`config.mk`:
```
export PLATFORM = sky130hd
export DESIGN_NAME = srl_latch_unit
export DESIGN_NICKNAME = d
export VERILOG_FILES = /design/src/srl_pkg.sv /design/src/srl_div_if.sv /design/src/srl_pulse_divider.sv /design/src/srl_latch_unit.sv
export VERILOG_INCLUDE_DIRS = /design/src /design/src/src
export SDC_FILE = /design/constraint.sdc
export NUM_CORES = 1
export LEC_CHECK = 0
export BUFFER_PORTS_ARGS = -buffer_cell sky130_fd_sc_hd__buf_2
export CAP_MARGIN = 20
export CORE_MARGIN = 2
export CORE_UTILIZATION = 55
export DETAILED_ROUTE_END_ITERATION = 6
export PLACE_DENSITY = 0.86
export SLEW_MARGIN = 20
export SYNTH_ARGS = -nofsm -noshare
export SYNTH_HDL_FRONTEND = slang
export SYNTH_HIERARCHICAL = 1
export SYNTH_SLANG_ARGS = --single-unit
```
`constraint.sdc`:
```
create_clock -name clock -period 2.35 [get_ports clock]
set_clock_uncertainty 0.15 [all_clocks]
set_input_delay 0.235 -clock clock [delete_from_list [all_inputs] [get_ports clock]]
set_output_delay 0.235 -clock clock [all_outputs]
set_load 0.02 [all_outputs]
```
`src/srl_params.svh`:
```
`ifndef SRL_PARAMS_SVH
`define SRL_PARAMS_SVH

// ----------------------------------------------------------------
// register offsets
// ----------------------------------------------------------------
`define SRL_ADDR_W          4
`define SRL_ADDR_CTRL       4'h0
`define SRL_ADDR_SRC        4'h1
`define SRL_ADDR_STAT       4'h2

// ----------------------------------------------------------------
// reset values
// ----------------------------------------------------------------
`define SRL_CTRL_RESET      8'h00
`define SRL_SRC_RESET       8'h00
`define SRL_ZERO_BYTE       8'h00

// ----------------------------------------------------------------
// latch_control_primary fields
// ----------------------------------------------------------------
`define SRL_CTRL_EN_BIT     7
`define SRL_CTRL_DIV_HI     6
`define SRL_CTRL_DIV_LO     4
`define SRL_CTRL_QEN_BIT    3
`define SRL_CTRL_NQEN_BIT   2
`define SRL_CTRL_PSET_BIT   1
`define SRL_CTRL_PRST_BIT   0

// ----------------------------------------------------------------
// latch_source_select fields
// ----------------------------------------------------------------
`define SRL_SRC_PIN_SET     7
`define SRL_SRC_CLK_SET     6
`define SRL_SRC_C2_SET      5
`define SRL_SRC_C1_SET      4
`define SRL_SRC_PIN_RST     3
`define SRL_SRC_CLK_RST     2
`define SRL_SRC_C2_RST      1
`define SRL_SRC_C1_RST      0

// ----------------------------------------------------------------
// status register fields
// ----------------------------------------------------------------
`define SRL_STAT_STATE_BIT  0
`define SRL_STAT_PIN_BIT    1
`define SRL_STAT_C1_BIT     2
`define SRL_STAT_C2_BIT     3

// ----------------------------------------------------------------
// divider: shortest period is 4 cycles, longest 512
// ----------------------------------------------------------------
`define SRL_DIV_SEL_W       3
`define SRL_DIV_MIN_LOG     2
`define SRL_DIV_CNT_W       9

`endif

```
`src/srl_pkg.sv`:
```
package srl_pkg;

  // ----------------------------------------------------------------
  // latch state, one-hot
  // ----------------------------------------------------------------
  typedef enum logic [1:0]
  {
    SRL_LATCH_RESET = 2'b01,
    SRL_LATCH_SET   = 2'b10
  } srl_state_t;

  typedef logic [7:0] srl_byte_t;
  typedef logic [2:0] srl_div_sel_t;

endpackage : srl_pkg

```
`src/srl_div_if.sv`:
```
`timescale 1ns/100ps
`default_nettype none

interface srl_div_if;
  import srl_pkg::*;

  srl_div_sel_t divSel;
  logic         divPulse;

  modport owner
  (
    output divSel,
    input  divPulse
  );

  modport divider
  (
    input  divSel,
    output divPulse
  );

endinterface : srl_div_if

`default_nettype wire

```
`src/srl_pulse_divider.sv`:
```
`timescale 1ns/100ps
`default_nettype none
`include "srl_params.svh"

module srl_pulse_divider
#(
  parameter int CNT_W = `SRL_DIV_CNT_W
)
(
  input  wire logic clock,     // system clock
  input  wire logic reset,     // async, active high
  srl_div_if.divider div       // select in, pulse out
);
  import srl_pkg::*;

  // ----------------------------------------------------------------
  // elaboration check
  // ----------------------------------------------------------------
  generate
    if (CNT_W < `SRL_DIV_CNT_W)
    begin : g_bad_width
      $error("divider counter too narrow for longest period");
    end
  endgenerate

  // ----------------------------------------------------------------
  // free-running counter and terminal-count pulse
  // ----------------------------------------------------------------
  logic [CNT_W-1:0] count_q;
  logic [CNT_W-1:0] count_d;
  logic             pulse_q;
  logic             pulse_d;
  logic [CNT_W-1:0] termMask;

  // mask of period-1: 4<<sel minus one
  assign termMask = CNT_W'((CNT_W'(1) << (`SRL_DIV_MIN_LOG + div.divSel)) - CNT_W'(1));

  always_comb
  begin
    count_d = count_q + CNT_W'(1);
    // one clock wide, once per selected period
    pulse_d = ((count_q & termMask) == termMask);
  end

  always_ff @(posedge clock or posedge reset)
  begin
    if (reset)
    begin
      count_q <= '0;
      pulse_q <= 1'b0;
    end
    else
    begin
      count_q <= count_d;
      pulse_q <= pulse_d;
    end
  end

  assign div.divPulse = pulse_q;

endmodule : srl_pulse_divider

`default_nettype wire

```
`src/srl_latch_unit.sv`:
```
`timescale 1ns/100ps
`default_nettype none
`include "srl_params.svh"

module srl_latch_unit
#(
  parameter int ADDR_W = `SRL_ADDR_W
)
(
  input  wire logic                  clock,             // system clock, 200 MHz
  input  wire logic                  reset,             // async, active high
  input  wire logic [ADDR_W-1:0]     regAddr,           // register address
  input  wire srl_pkg::srl_byte_t    regWriteData,      // write data
  input  wire logic                  regWrite,          // write strobe
  input  wire logic                  regRead,           // read strobe
  output var  srl_pkg::srl_byte_t    regReadData,       // read data, cycle after strobe
  input  wire logic                  latchInputPin,     // external set/reset pin
  input  wire logic [1:0]            comparatorOutput,  // [0] comp one, [1] comp two
  output logic                       trueOutputPin,     // true output level
  output logic                       trueOutputPinOe,   // true pin driver enable
  output logic                       invertedOutputPin, // inverted output level
  output logic                       invertedOutputPinOe // inverted pin driver enable
);
  import srl_pkg::*;

  // ----------------------------------------------------------------
  // elaboration check
  // ----------------------------------------------------------------
  generate
    if (ADDR_W < `SRL_ADDR_W)
    begin : g_bad_addr
      $error("address port too narrow for register map");
    end
    if ($bits(srl_div_sel_t) != `SRL_DIV_SEL_W)
    begin : g_bad_sel
      $error("divider select type does not match its field");
    end
  endgenerate

  // ----------------------------------------------------------------
  // reset values
  // ----------------------------------------------------------------
  localparam srl_byte_t CTRL_RST_VAL = `SRL_CTRL_RESET;

  // ----------------------------------------------------------------
  // address decode
  // ----------------------------------------------------------------
  function automatic logic hitsReg
  (
    input logic [ADDR_W-1:0]     addr,
    input logic [`SRL_ADDR_W-1:0] offset
  );
    hitsReg = (addr == ADDR_W'(offset));
  endfunction : hitsReg

  logic wrCtrl;
  logic wrSrc;

  assign wrCtrl = regWrite && hitsReg(regAddr, `SRL_ADDR_CTRL);
  assign wrSrc  = regWrite && hitsReg(regAddr, `SRL_ADDR_SRC);

  // ----------------------------------------------------------------
  // control registers
  // ----------------------------------------------------------------
  logic         latchEnableBit_q;
  logic         latchEnableBit_d;
  srl_div_sel_t pulseDividerSelect_q;
  srl_div_sel_t pulseDividerSelect_d;
  logic         trueOutPinEnable_q;
  logic         trueOutPinEnable_d;
  logic         invertedOutPinEnable_q;
  logic         invertedOutPinEnable_d;
  logic         softSetPulse_q;
  logic         softSetPulse_d;
  logic         softResetPulse_q;
  logic         softResetPulse_d;
  srl_byte_t    sourceSelect_q;
  srl_byte_t    sourceSelect_d;

  always_comb
  begin
    latchEnableBit_d       = latchEnableBit_q;
    pulseDividerSelect_d   = pulseDividerSelect_q;
    trueOutPinEnable_d     = trueOutPinEnable_q;
    invertedOutPinEnable_d = invertedOutPinEnable_q;
    sourceSelect_d         = sourceSelect_q;
    // self-clearing: high for exactly one clock after the write
    softSetPulse_d         = 1'b0;
    softResetPulse_d       = 1'b0;
    if (wrCtrl)
    begin
      latchEnableBit_d       = regWriteData[`SRL_CTRL_EN_BIT];
      pulseDividerSelect_d   = regWriteData[`SRL_CTRL_DIV_HI:`SRL_CTRL_DIV_LO];
      trueOutPinEnable_d     = regWriteData[`SRL_CTRL_QEN_BIT];
      invertedOutPinEnable_d = regWriteData[`SRL_CTRL_NQEN_BIT];
      softSetPulse_d         = regWriteData[`SRL_CTRL_PSET_BIT];
      softResetPulse_d       = regWriteData[`SRL_CTRL_PRST_BIT];
    end
    if (wrSrc)
    begin
      sourceSelect_d = regWriteData;
    end
  end

  always_ff @(posedge clock or posedge reset)
  begin
    if (reset)
    begin
      latchEnableBit_q       <= CTRL_RST_VAL[`SRL_CTRL_EN_BIT];
      pulseDividerSelect_q   <= CTRL_RST_VAL[`SRL_CTRL_DIV_HI:`SRL_CTRL_DIV_LO];
      trueOutPinEnable_q     <= CTRL_RST_VAL[`SRL_CTRL_QEN_BIT];
      invertedOutPinEnable_q <= CTRL_RST_VAL[`SRL_CTRL_NQEN_BIT];
      softSetPulse_q         <= CTRL_RST_VAL[`SRL_CTRL_PSET_BIT];
      softResetPulse_q       <= CTRL_RST_VAL[`SRL_CTRL_PRST_BIT];
      sourceSelect_q         <= `SRL_SRC_RESET;
    end
    else
    begin
      latchEnableBit_q       <= latchEnableBit_d;
      pulseDividerSelect_q   <= pulseDividerSelect_d;
      trueOutPinEnable_q     <= trueOutPinEnable_d;
      invertedOutPinEnable_q <= invertedOutPinEnable_d;
      softSetPulse_q         <= softSetPulse_d;
      softResetPulse_q       <= softResetPulse_d;
      sourceSelect_q         <= sourceSelect_d;
    end
  end

  // ----------------------------------------------------------------
  // pulse divider
  // ----------------------------------------------------------------
  srl_div_if divLink ();

  assign divLink.divSel = pulseDividerSelect_q;

  srl_pulse_divider
  #(
    .CNT_W (`SRL_DIV_CNT_W)
  )
  u_divider
  (
    .clock (clock),
    .reset (reset),
    .div   (divLink.divider)
  );

  // ----------------------------------------------------------------
  // set and reset source gating
  // ----------------------------------------------------------------
  // a source counts only while its select bit is set
  function automatic logic gated
  (
    input logic enable,
    input logic level
  );
    gated = enable && level;
  endfunction : gated

  logic pinSetTerm;
  logic clkSetTerm;
  logic compSetTerm;
  logic pinRstTerm;
  logic clkRstTerm;
  logic compRstTerm;
  logic latchSet;
  logic latchReset;

  always_comb
  begin
    pinSetTerm  = gated(sourceSelect_q[`SRL_SRC_PIN_SET], latchInputPin);
    clkSetTerm  = gated(sourceSelect_q[`SRL_SRC_CLK_SET], divLink.divPulse);
    compSetTerm = gated(sourceSelect_q[`SRL_SRC_C2_SET], comparatorOutput[1])
               || gated(sourceSelect_q[`SRL_SRC_C1_SET], comparatorOutput[0]);
    pinRstTerm  = gated(sourceSelect_q[`SRL_SRC_PIN_RST], latchInputPin);
    clkRstTerm  = gated(sourceSelect_q[`SRL_SRC_CLK_RST], divLink.divPulse);
    compRstTerm = gated(sourceSelect_q[`SRL_SRC_C2_RST], comparatorOutput[1])
               || gated(sourceSelect_q[`SRL_SRC_C1_RST], comparatorOutput[0]);
    // active-high inputs, any enabled source suffices
    latchSet    = softSetPulse_q || pinSetTerm || clkSetTerm || compSetTerm;
    latchReset  = softResetPulse_q || pinRstTerm || clkRstTerm || compRstTerm;
  end

  // ----------------------------------------------------------------
  // latch state
  // ----------------------------------------------------------------
  srl_state_t latchState_q;
  srl_state_t latchState_d;

  always_comb
  begin
    latchState_d = latchState_q;
    // disabled latch ignores its inputs and holds
    if (latchEnableBit_q)
    begin
      if (latchReset)
      begin
        latchState_d = SRL_LATCH_RESET;
      end
      else if (latchSet)
      begin
        latchState_d = SRL_LATCH_SET;
      end
    end
  end

  // no reset term: state survives, and is unknown after power-up
  always_ff @(posedge clock)
  begin
    latchState_q <= latchState_d;
  end

  // ----------------------------------------------------------------
  // output pins
  // ----------------------------------------------------------------
  logic latchQ;

  always_comb
  begin
    unique case (latchState_q)
      SRL_LATCH_SET:   latchQ = 1'b1;
      SRL_LATCH_RESET: latchQ = 1'b0;
      default:         latchQ = 1'b0;
    endcase
  end

  // driven only while enabled; enabling does not define the state, so the power-up state reaches a pin until the first set or reset
  assign trueOutputPinOe     = latchEnableBit_q && trueOutPinEnable_q;
  assign invertedOutputPinOe = latchEnableBit_q && invertedOutPinEnable_q;
  assign trueOutputPin       = trueOutputPinOe && latchQ;
  assign invertedOutputPin   = invertedOutputPinOe && !latchQ;

  // ----------------------------------------------------------------
  // read path
  // ----------------------------------------------------------------
  srl_byte_t readData_q;
  srl_byte_t readData_d;
  srl_byte_t ctrlView;
  srl_byte_t statView;

  always_comb
  begin
    ctrlView = `SRL_ZERO_BYTE;
    ctrlView[`SRL_CTRL_EN_BIT]                     = latchEnableBit_q;
    ctrlView[`SRL_CTRL_DIV_HI:`SRL_CTRL_DIV_LO]    = pulseDividerSelect_q;
    ctrlView[`SRL_CTRL_QEN_BIT]                    = trueOutPinEnable_q;
    ctrlView[`SRL_CTRL_NQEN_BIT]                   = invertedOutPinEnable_q;
    // pulse bits stay zero on read
    ctrlView[`SRL_CTRL_PSET_BIT]                   = 1'b0;
    ctrlView[`SRL_CTRL_PRST_BIT]                   = 1'b0;
    statView = `SRL_ZERO_BYTE;
    statView[`SRL_STAT_STATE_BIT] = latchQ;
    statView[`SRL_STAT_PIN_BIT]   = latchInputPin;
    statView[`SRL_STAT_C1_BIT]    = comparatorOutput[0];
    statView[`SRL_STAT_C2_BIT]    = comparatorOutput[1];
    readData_d = `SRL_ZERO_BYTE;
    if (regRead)
    begin
      if (hitsReg(regAddr, `SRL_ADDR_CTRL))
      begin
        readData_d = ctrlView;
      end
      else if (hitsReg(regAddr, `SRL_ADDR_SRC))
      begin
        readData_d = sourceSelect_q;
      end
      else if (hitsReg(regAddr, `SRL_ADDR_STAT))
      begin
        readData_d = statView;
      end
    end
  end

  always_ff @(posedge clock or posedge reset)
  begin
    if (reset)
    begin
      readData_q <= `SRL_ZERO_BYTE;
    end
    else
    begin
      readData_q <= readData_d;
    end
  end

  assign regReadData = readData_q;

endmodule : srl_latch_unit

`default_nettype wire

```
-- Word level (Yosys, flattened, before mapping)
Index checks and enable logic that the tools add are counted.
- register bits: 36
- input port bits: 19
- output and inout port bits: 12
- logic and storage cells: 54
- $add $sub $neg: 3
- eq/ne operators: 4
- shift-type cells: 1
- mux-type cells: 8
- bitwise gates (word level): 1
- reductions and logical operators: 26
- operator list (operator ; count):
    $shl A1 B32 Y9 const A ; 1
    $mux W8 ; 3
    $logic_and A1 B1 Y1 ; 14
    $add A9 B1 Y9 const B ; 1
    $and A9 B9 Y9 ; 1
    $eq A9 B9 Y1 ; 1
    $sub A9 B2 Y9 const B ; 1
    $logic_or A1 B1 Y1 ; 8
    $add A2 B3 Y4 const A ; 1
    $eq A4 B1 Y1 const B ; 1
    $eq A4 B2 Y1 const B ; 1
    $logic_not A4 Y1 ; 1
    $mux W4 ; 1
    $mux W1 ; 3
    $eq A2 B2 Y1 const B ; 1
    $mux W2 ; 1
    $reduce_and A2 Y1 ; 1
    $reduce_bool A2 Y1 ; 1
    $logic_not A1 Y1 ; 1

-- Depth between registers and ports, before layout
- depth after elaboration: 6
- mapped depth: 6
- mapped depth without buffers: 6

-- By module
The synthesis kept the hierarchy.
- by module, submodules not included (module ; times used ; cells an instance ; area each (um^2) ; seq. area each (um^2)):
    srl_latch_unit ; 1 ; 84 ; 1132.3 ; 660.6
    srl_pulse_divider ; 1 ; 56 ; 631.9 ; 250.2

-- Worst setup path after synthesis
OpenSTA, ideal clock, no wires.
- kind: flip-flop to flip-flop
- from: reg pulseDividerSelect_q[1] (netlist: divLink.divSel[1])
- to: reg u_divider.pulse_q (netlist: u_divider/div.divPulse)
- setup time: 0.087 ns
- arrival time: 1.626 ns
- data required time: 2.113 ns
- slack: 0.488 ns
- cell stages (with the launch flop): 7
- buffers on the path: 0
- clock period less this slack: 1.862 ns
- path through: dfrtp_1 > inv_1 > ha_1 > and4bb_1 > xnor2_1 > o221ai_1 > a211oi_2
- cells in the longest elaborated chain, start to end: 5
- RTL lines (item ; line ; text):
    from (decl) ; srl_latch_unit.sv:67 ; srl_div_sel_t pulseDividerSelect_q;
    from (signal assigned) ; srl_latch_unit.sv:110 ; pulseDividerSelect_q <= CTRL_RST_VAL[`SRL_CTRL_DIV_HI:`SRL_CTRL_DIV_LO];
    from (signal assigned) ; srl_latch_unit.sv:120 ; pulseDividerSelect_q <= pulseDividerSelect_d;
    $add A2 B3 Y4 (no line) * ; -- ;
    $shl A1 B32 Y9 * ; srl_pulse_divider.sv:36 ; assign termMask = CNT_W'((CNT_W'(1) << (`SRL_DIV_MIN_LOG + div.divSel)) - CNT_W'(1));
    $sub A9 B2 Y9 * ; srl_pulse_divider.sv:36 ;
    $and A9 B9 Y9 ; srl_pulse_divider.sv:42 ; pulse_d = ((count_q & termMask) == termMask);
    $eq A9 B9 Y1 * ; srl_pulse_divider.sv:42 ;
    via u_divider.pulse_d ; srl_pulse_divider.sv:32 ; logic pulse_d;
    to (signal assigned) ; srl_pulse_divider.sv:55 ; pulse_q <= pulse_d;
    to (decl) ; srl_pulse_divider.sv:31 ; logic pulse_q;
Mark *: on every way through the listed nets, which the timed path passes. The rest lies on a longest branch.
A chain may end at the register's enable or synchronous reset.

-- Worst setup path after layout
Ends and elaborated chain as after synthesis.

==> run summary <==
status: finished clean
nature of the critical path startpoint: flip-flop
Setup crit start: divLink.divSel[1]
Top Layer Used: met4
f_max: 463 MHz
r2r worst-path depth: 6
Clock transition at path regs: 0.10 ns
Starting Density: 57.8%
Die Height: 60.6 µm
htree depth: 2
FILL cells: 240
Clock Tree Root: clkbuf_4
Max Root-Sink Buffers: 2
post-synthesis register bit count: 36
critical path type: reg -> reg
Die Area: 0.00368 mm²
fraction of registers with async set/reset: 94.4%
Final ANT Viol Nets: 0
first-pass GRT wire length: 5810 µm
via count: 1210
GPL Wtd Cong: 0.881
WL per Instance: 15.3 µm
Worst EP arrival: 2.26 ns
initial drt markers: 68
LEAKAGE: 1.04 nW
Commonest cells post-synth: dfrtp_1, nor2_1, mux2_2
post-cts sizing count: 0
Cell variety after synth: 36
setup TNS: 0 ns
row cnt: 20
GRT Util Overall: 21.9%
CTS buffer count: 5
Netlist Area Pre-Place: 0.00176 mm²
Most used DFF post-synth: dfrtp_1
met3 wire length: 168 µm
CP max FO: 12
worst hold start: regWriteData[5]
PortBufs: 30
Synth Warn #: 6
drt pass-1 iters: 4
Vias/cell: 5.31
RR Startpoint: divLink.divSel[1]
Syn Inst Count: 140
vias in the first global route: 1261
Max VDD drop: 0.367 mV
EDFF count, synth: 2
Seq/Total Area, Yosys: 51.6%
synthesized net count: 166
Post-DP Area: 0.00195 mm²
total grt overflow: 0
CTS tree: yes
CP Capture Type: flip-flop
WP data required: 2.45 ns
Final Hold Viols: 0
Worst Hold Depth: 2
Yosys top cell by area: dfrtp_1
synthesis-to-layout area growth: 17.9%
Tcrit/Tclk final: 91.9%
Clock Latency Late Sink: 0.33 ns
Max-Slew Margin vs Limit: 41.5%
count leader, synth: dfrtp_1
Die Span X: 60.6 µm
metal2 WL: 1850 µm
routed length on met1: 1400 µm
initial antenna violation count: 0
Antenna diodes: 0
Nets: 209
max_cap viols: 0
Overall Power: 1.44 mW
synthesized area per cell: 12.6 µm²
DRC Markers: 0
Final Slew Violations: 0
largest cells by area after synthesis: dfrtp_1, mux2_2, mux2_4
Pwr Density: 691 mW/mm²
Final Critical Period: 2.16 ns
largest net degree at the start of global routing: 25
# setup viols final: 0
fraction of layout cells with a size suffix above 1: 31.0%
Synth top area share: 48.2%
Finished Cell Area: 0.00208 mm²
worst hold path type: in -> reg
Final Routed Wirelength: 3480 µm
Worst Tran Pin Value: 0.877 ns
Top-Level Pins: 31
DP HPWL: 2650 µm
Sinks on Clock Net: 36
unrepaired setup endpoints after global routing: no
core area: 0.00305 mm²
==> worst paths after layout <==
path                                               end  slack [ns]
worst max-delay path            u_divider/div.divPulse        0.19
worst min-delay path                 divLink.divSel[1]        0.01
worst max register to register  u_divider/div.divPulse        0.19
worst min register to register    u_divider/count_q[0]        0.34
max in group asynchronous            sourceSelect_q[2]        1.03
min in group asynchronous         u_divider/count_q[4]        0.27
==> layout by cell type (no fill, tap or decap), types with 2 or more instances in the layout <==
master	instances
edfxtp_1	2
nor3_2	2
a211oi_2	2
mux2_4	6
dfrtp_1	34
and2b_1	2
and4bb_1	2
mux2i_1	7
mux2_2	8
xor2_1	4
nand2_1	6
ha_1	7
nor2b_1	3
a21oi_1	3
nand3_1	3
nor2_1	10
clkbuf_4	5
and2_1	5
and3_1	2
dlygate4sd3_1	8
a222oi_1	2
clkbuf_1	2
a22oi_1	2
inv_1	7
a2bb2oi_1	2
xnor2_1	6
buf_2	30
==> power by group <==
group / switching (mW) / total, mW / leakage [nW] / internal (mW)
clock: 0.194 / 0.311 / 0.0293 / 0.117
sequential: 0.0726 / 0.770 / 0.455 / 0.697
combinational: 0.173 / 0.357 / 0.551 / 0.184
total: 0.440 / 1.44 / 1.04 / 0.998
==> per-layer routing <==
layer / track usage [%] / vias up
met5: 0 / -
met3: 5.12 / 8
met4: 8.70 / 0
li1: - / 577
met2: 38.7 / 38
met1: 25.6 / 587
==> flip-flops by register name (all words and copies together) (netlist names) <==
name and cells:
u_divider/count_q 9, regReadData 8, sourceSelect_q 8, divLink.divSel 3, latchState_q 2, invertedOutPinEnable_q 1
latchEnableBit_q 1, softResetPulse_q 1, softSetPulse_q 1, trueOutPinEnable_q 1, u_divider/div.divPulse 1
==> through the flow <==
step / std cells / hold slack [ns] / setup WS (ns) / utilization (%)
floorplan: 140 / -0.0748 / 0.488 / -
global placement: 212 / 0.0768 / 0.410 / 63.9
detailed placement: 212 / 0.0822 / 0.204 / 63.9
CTS: 228 / 0.00814 / 0.159 / 68.2
global route: 228 / 0.00397 / 0.0192 / 68.2
finish: 228 / 0.0138 / 0.190 / 68.2
==> critical path, stage by stage (launching register included) <==
cell and delay [ns]:
dfrtp_1 0.57, inv_1 0.12, ha_1 0.38, and4bb_1 0.34
xnor2_1 0.13, o221ai_1 0.16, a211oi_2 0.22
==> layout make-up <==
cell class,instances,area (µm²),share of cell area [%]
Clock buffer,7,45.0,2.16
Clock inverter,1,5.00,0.241
Inverter,7,26.3,1.26
Multi-Input combinational cell,95,808,38.8
Sequential cell,36,911,43.8
Tap cell,44,55.1,2.65
Timing Repair Buffer,38,230,11.1
==> logic make-up after synthesis <==
kind of cell	synth area share, %
DFF	51.6
muxes	14.2
and+or+nand+nor	15.2
AOI/OAI and AO/OA	6.45
xor gates and xnor gates	4.96
buffers and inverters	2.55
adders and majority gates	4.96
==> repair_timing <==
action,4_1_cts,5_1_grt
hold endpoints to repair,44,0
setup buffers,0,0
hold buffers,8,0
Power figures use the tool's default switching activity.
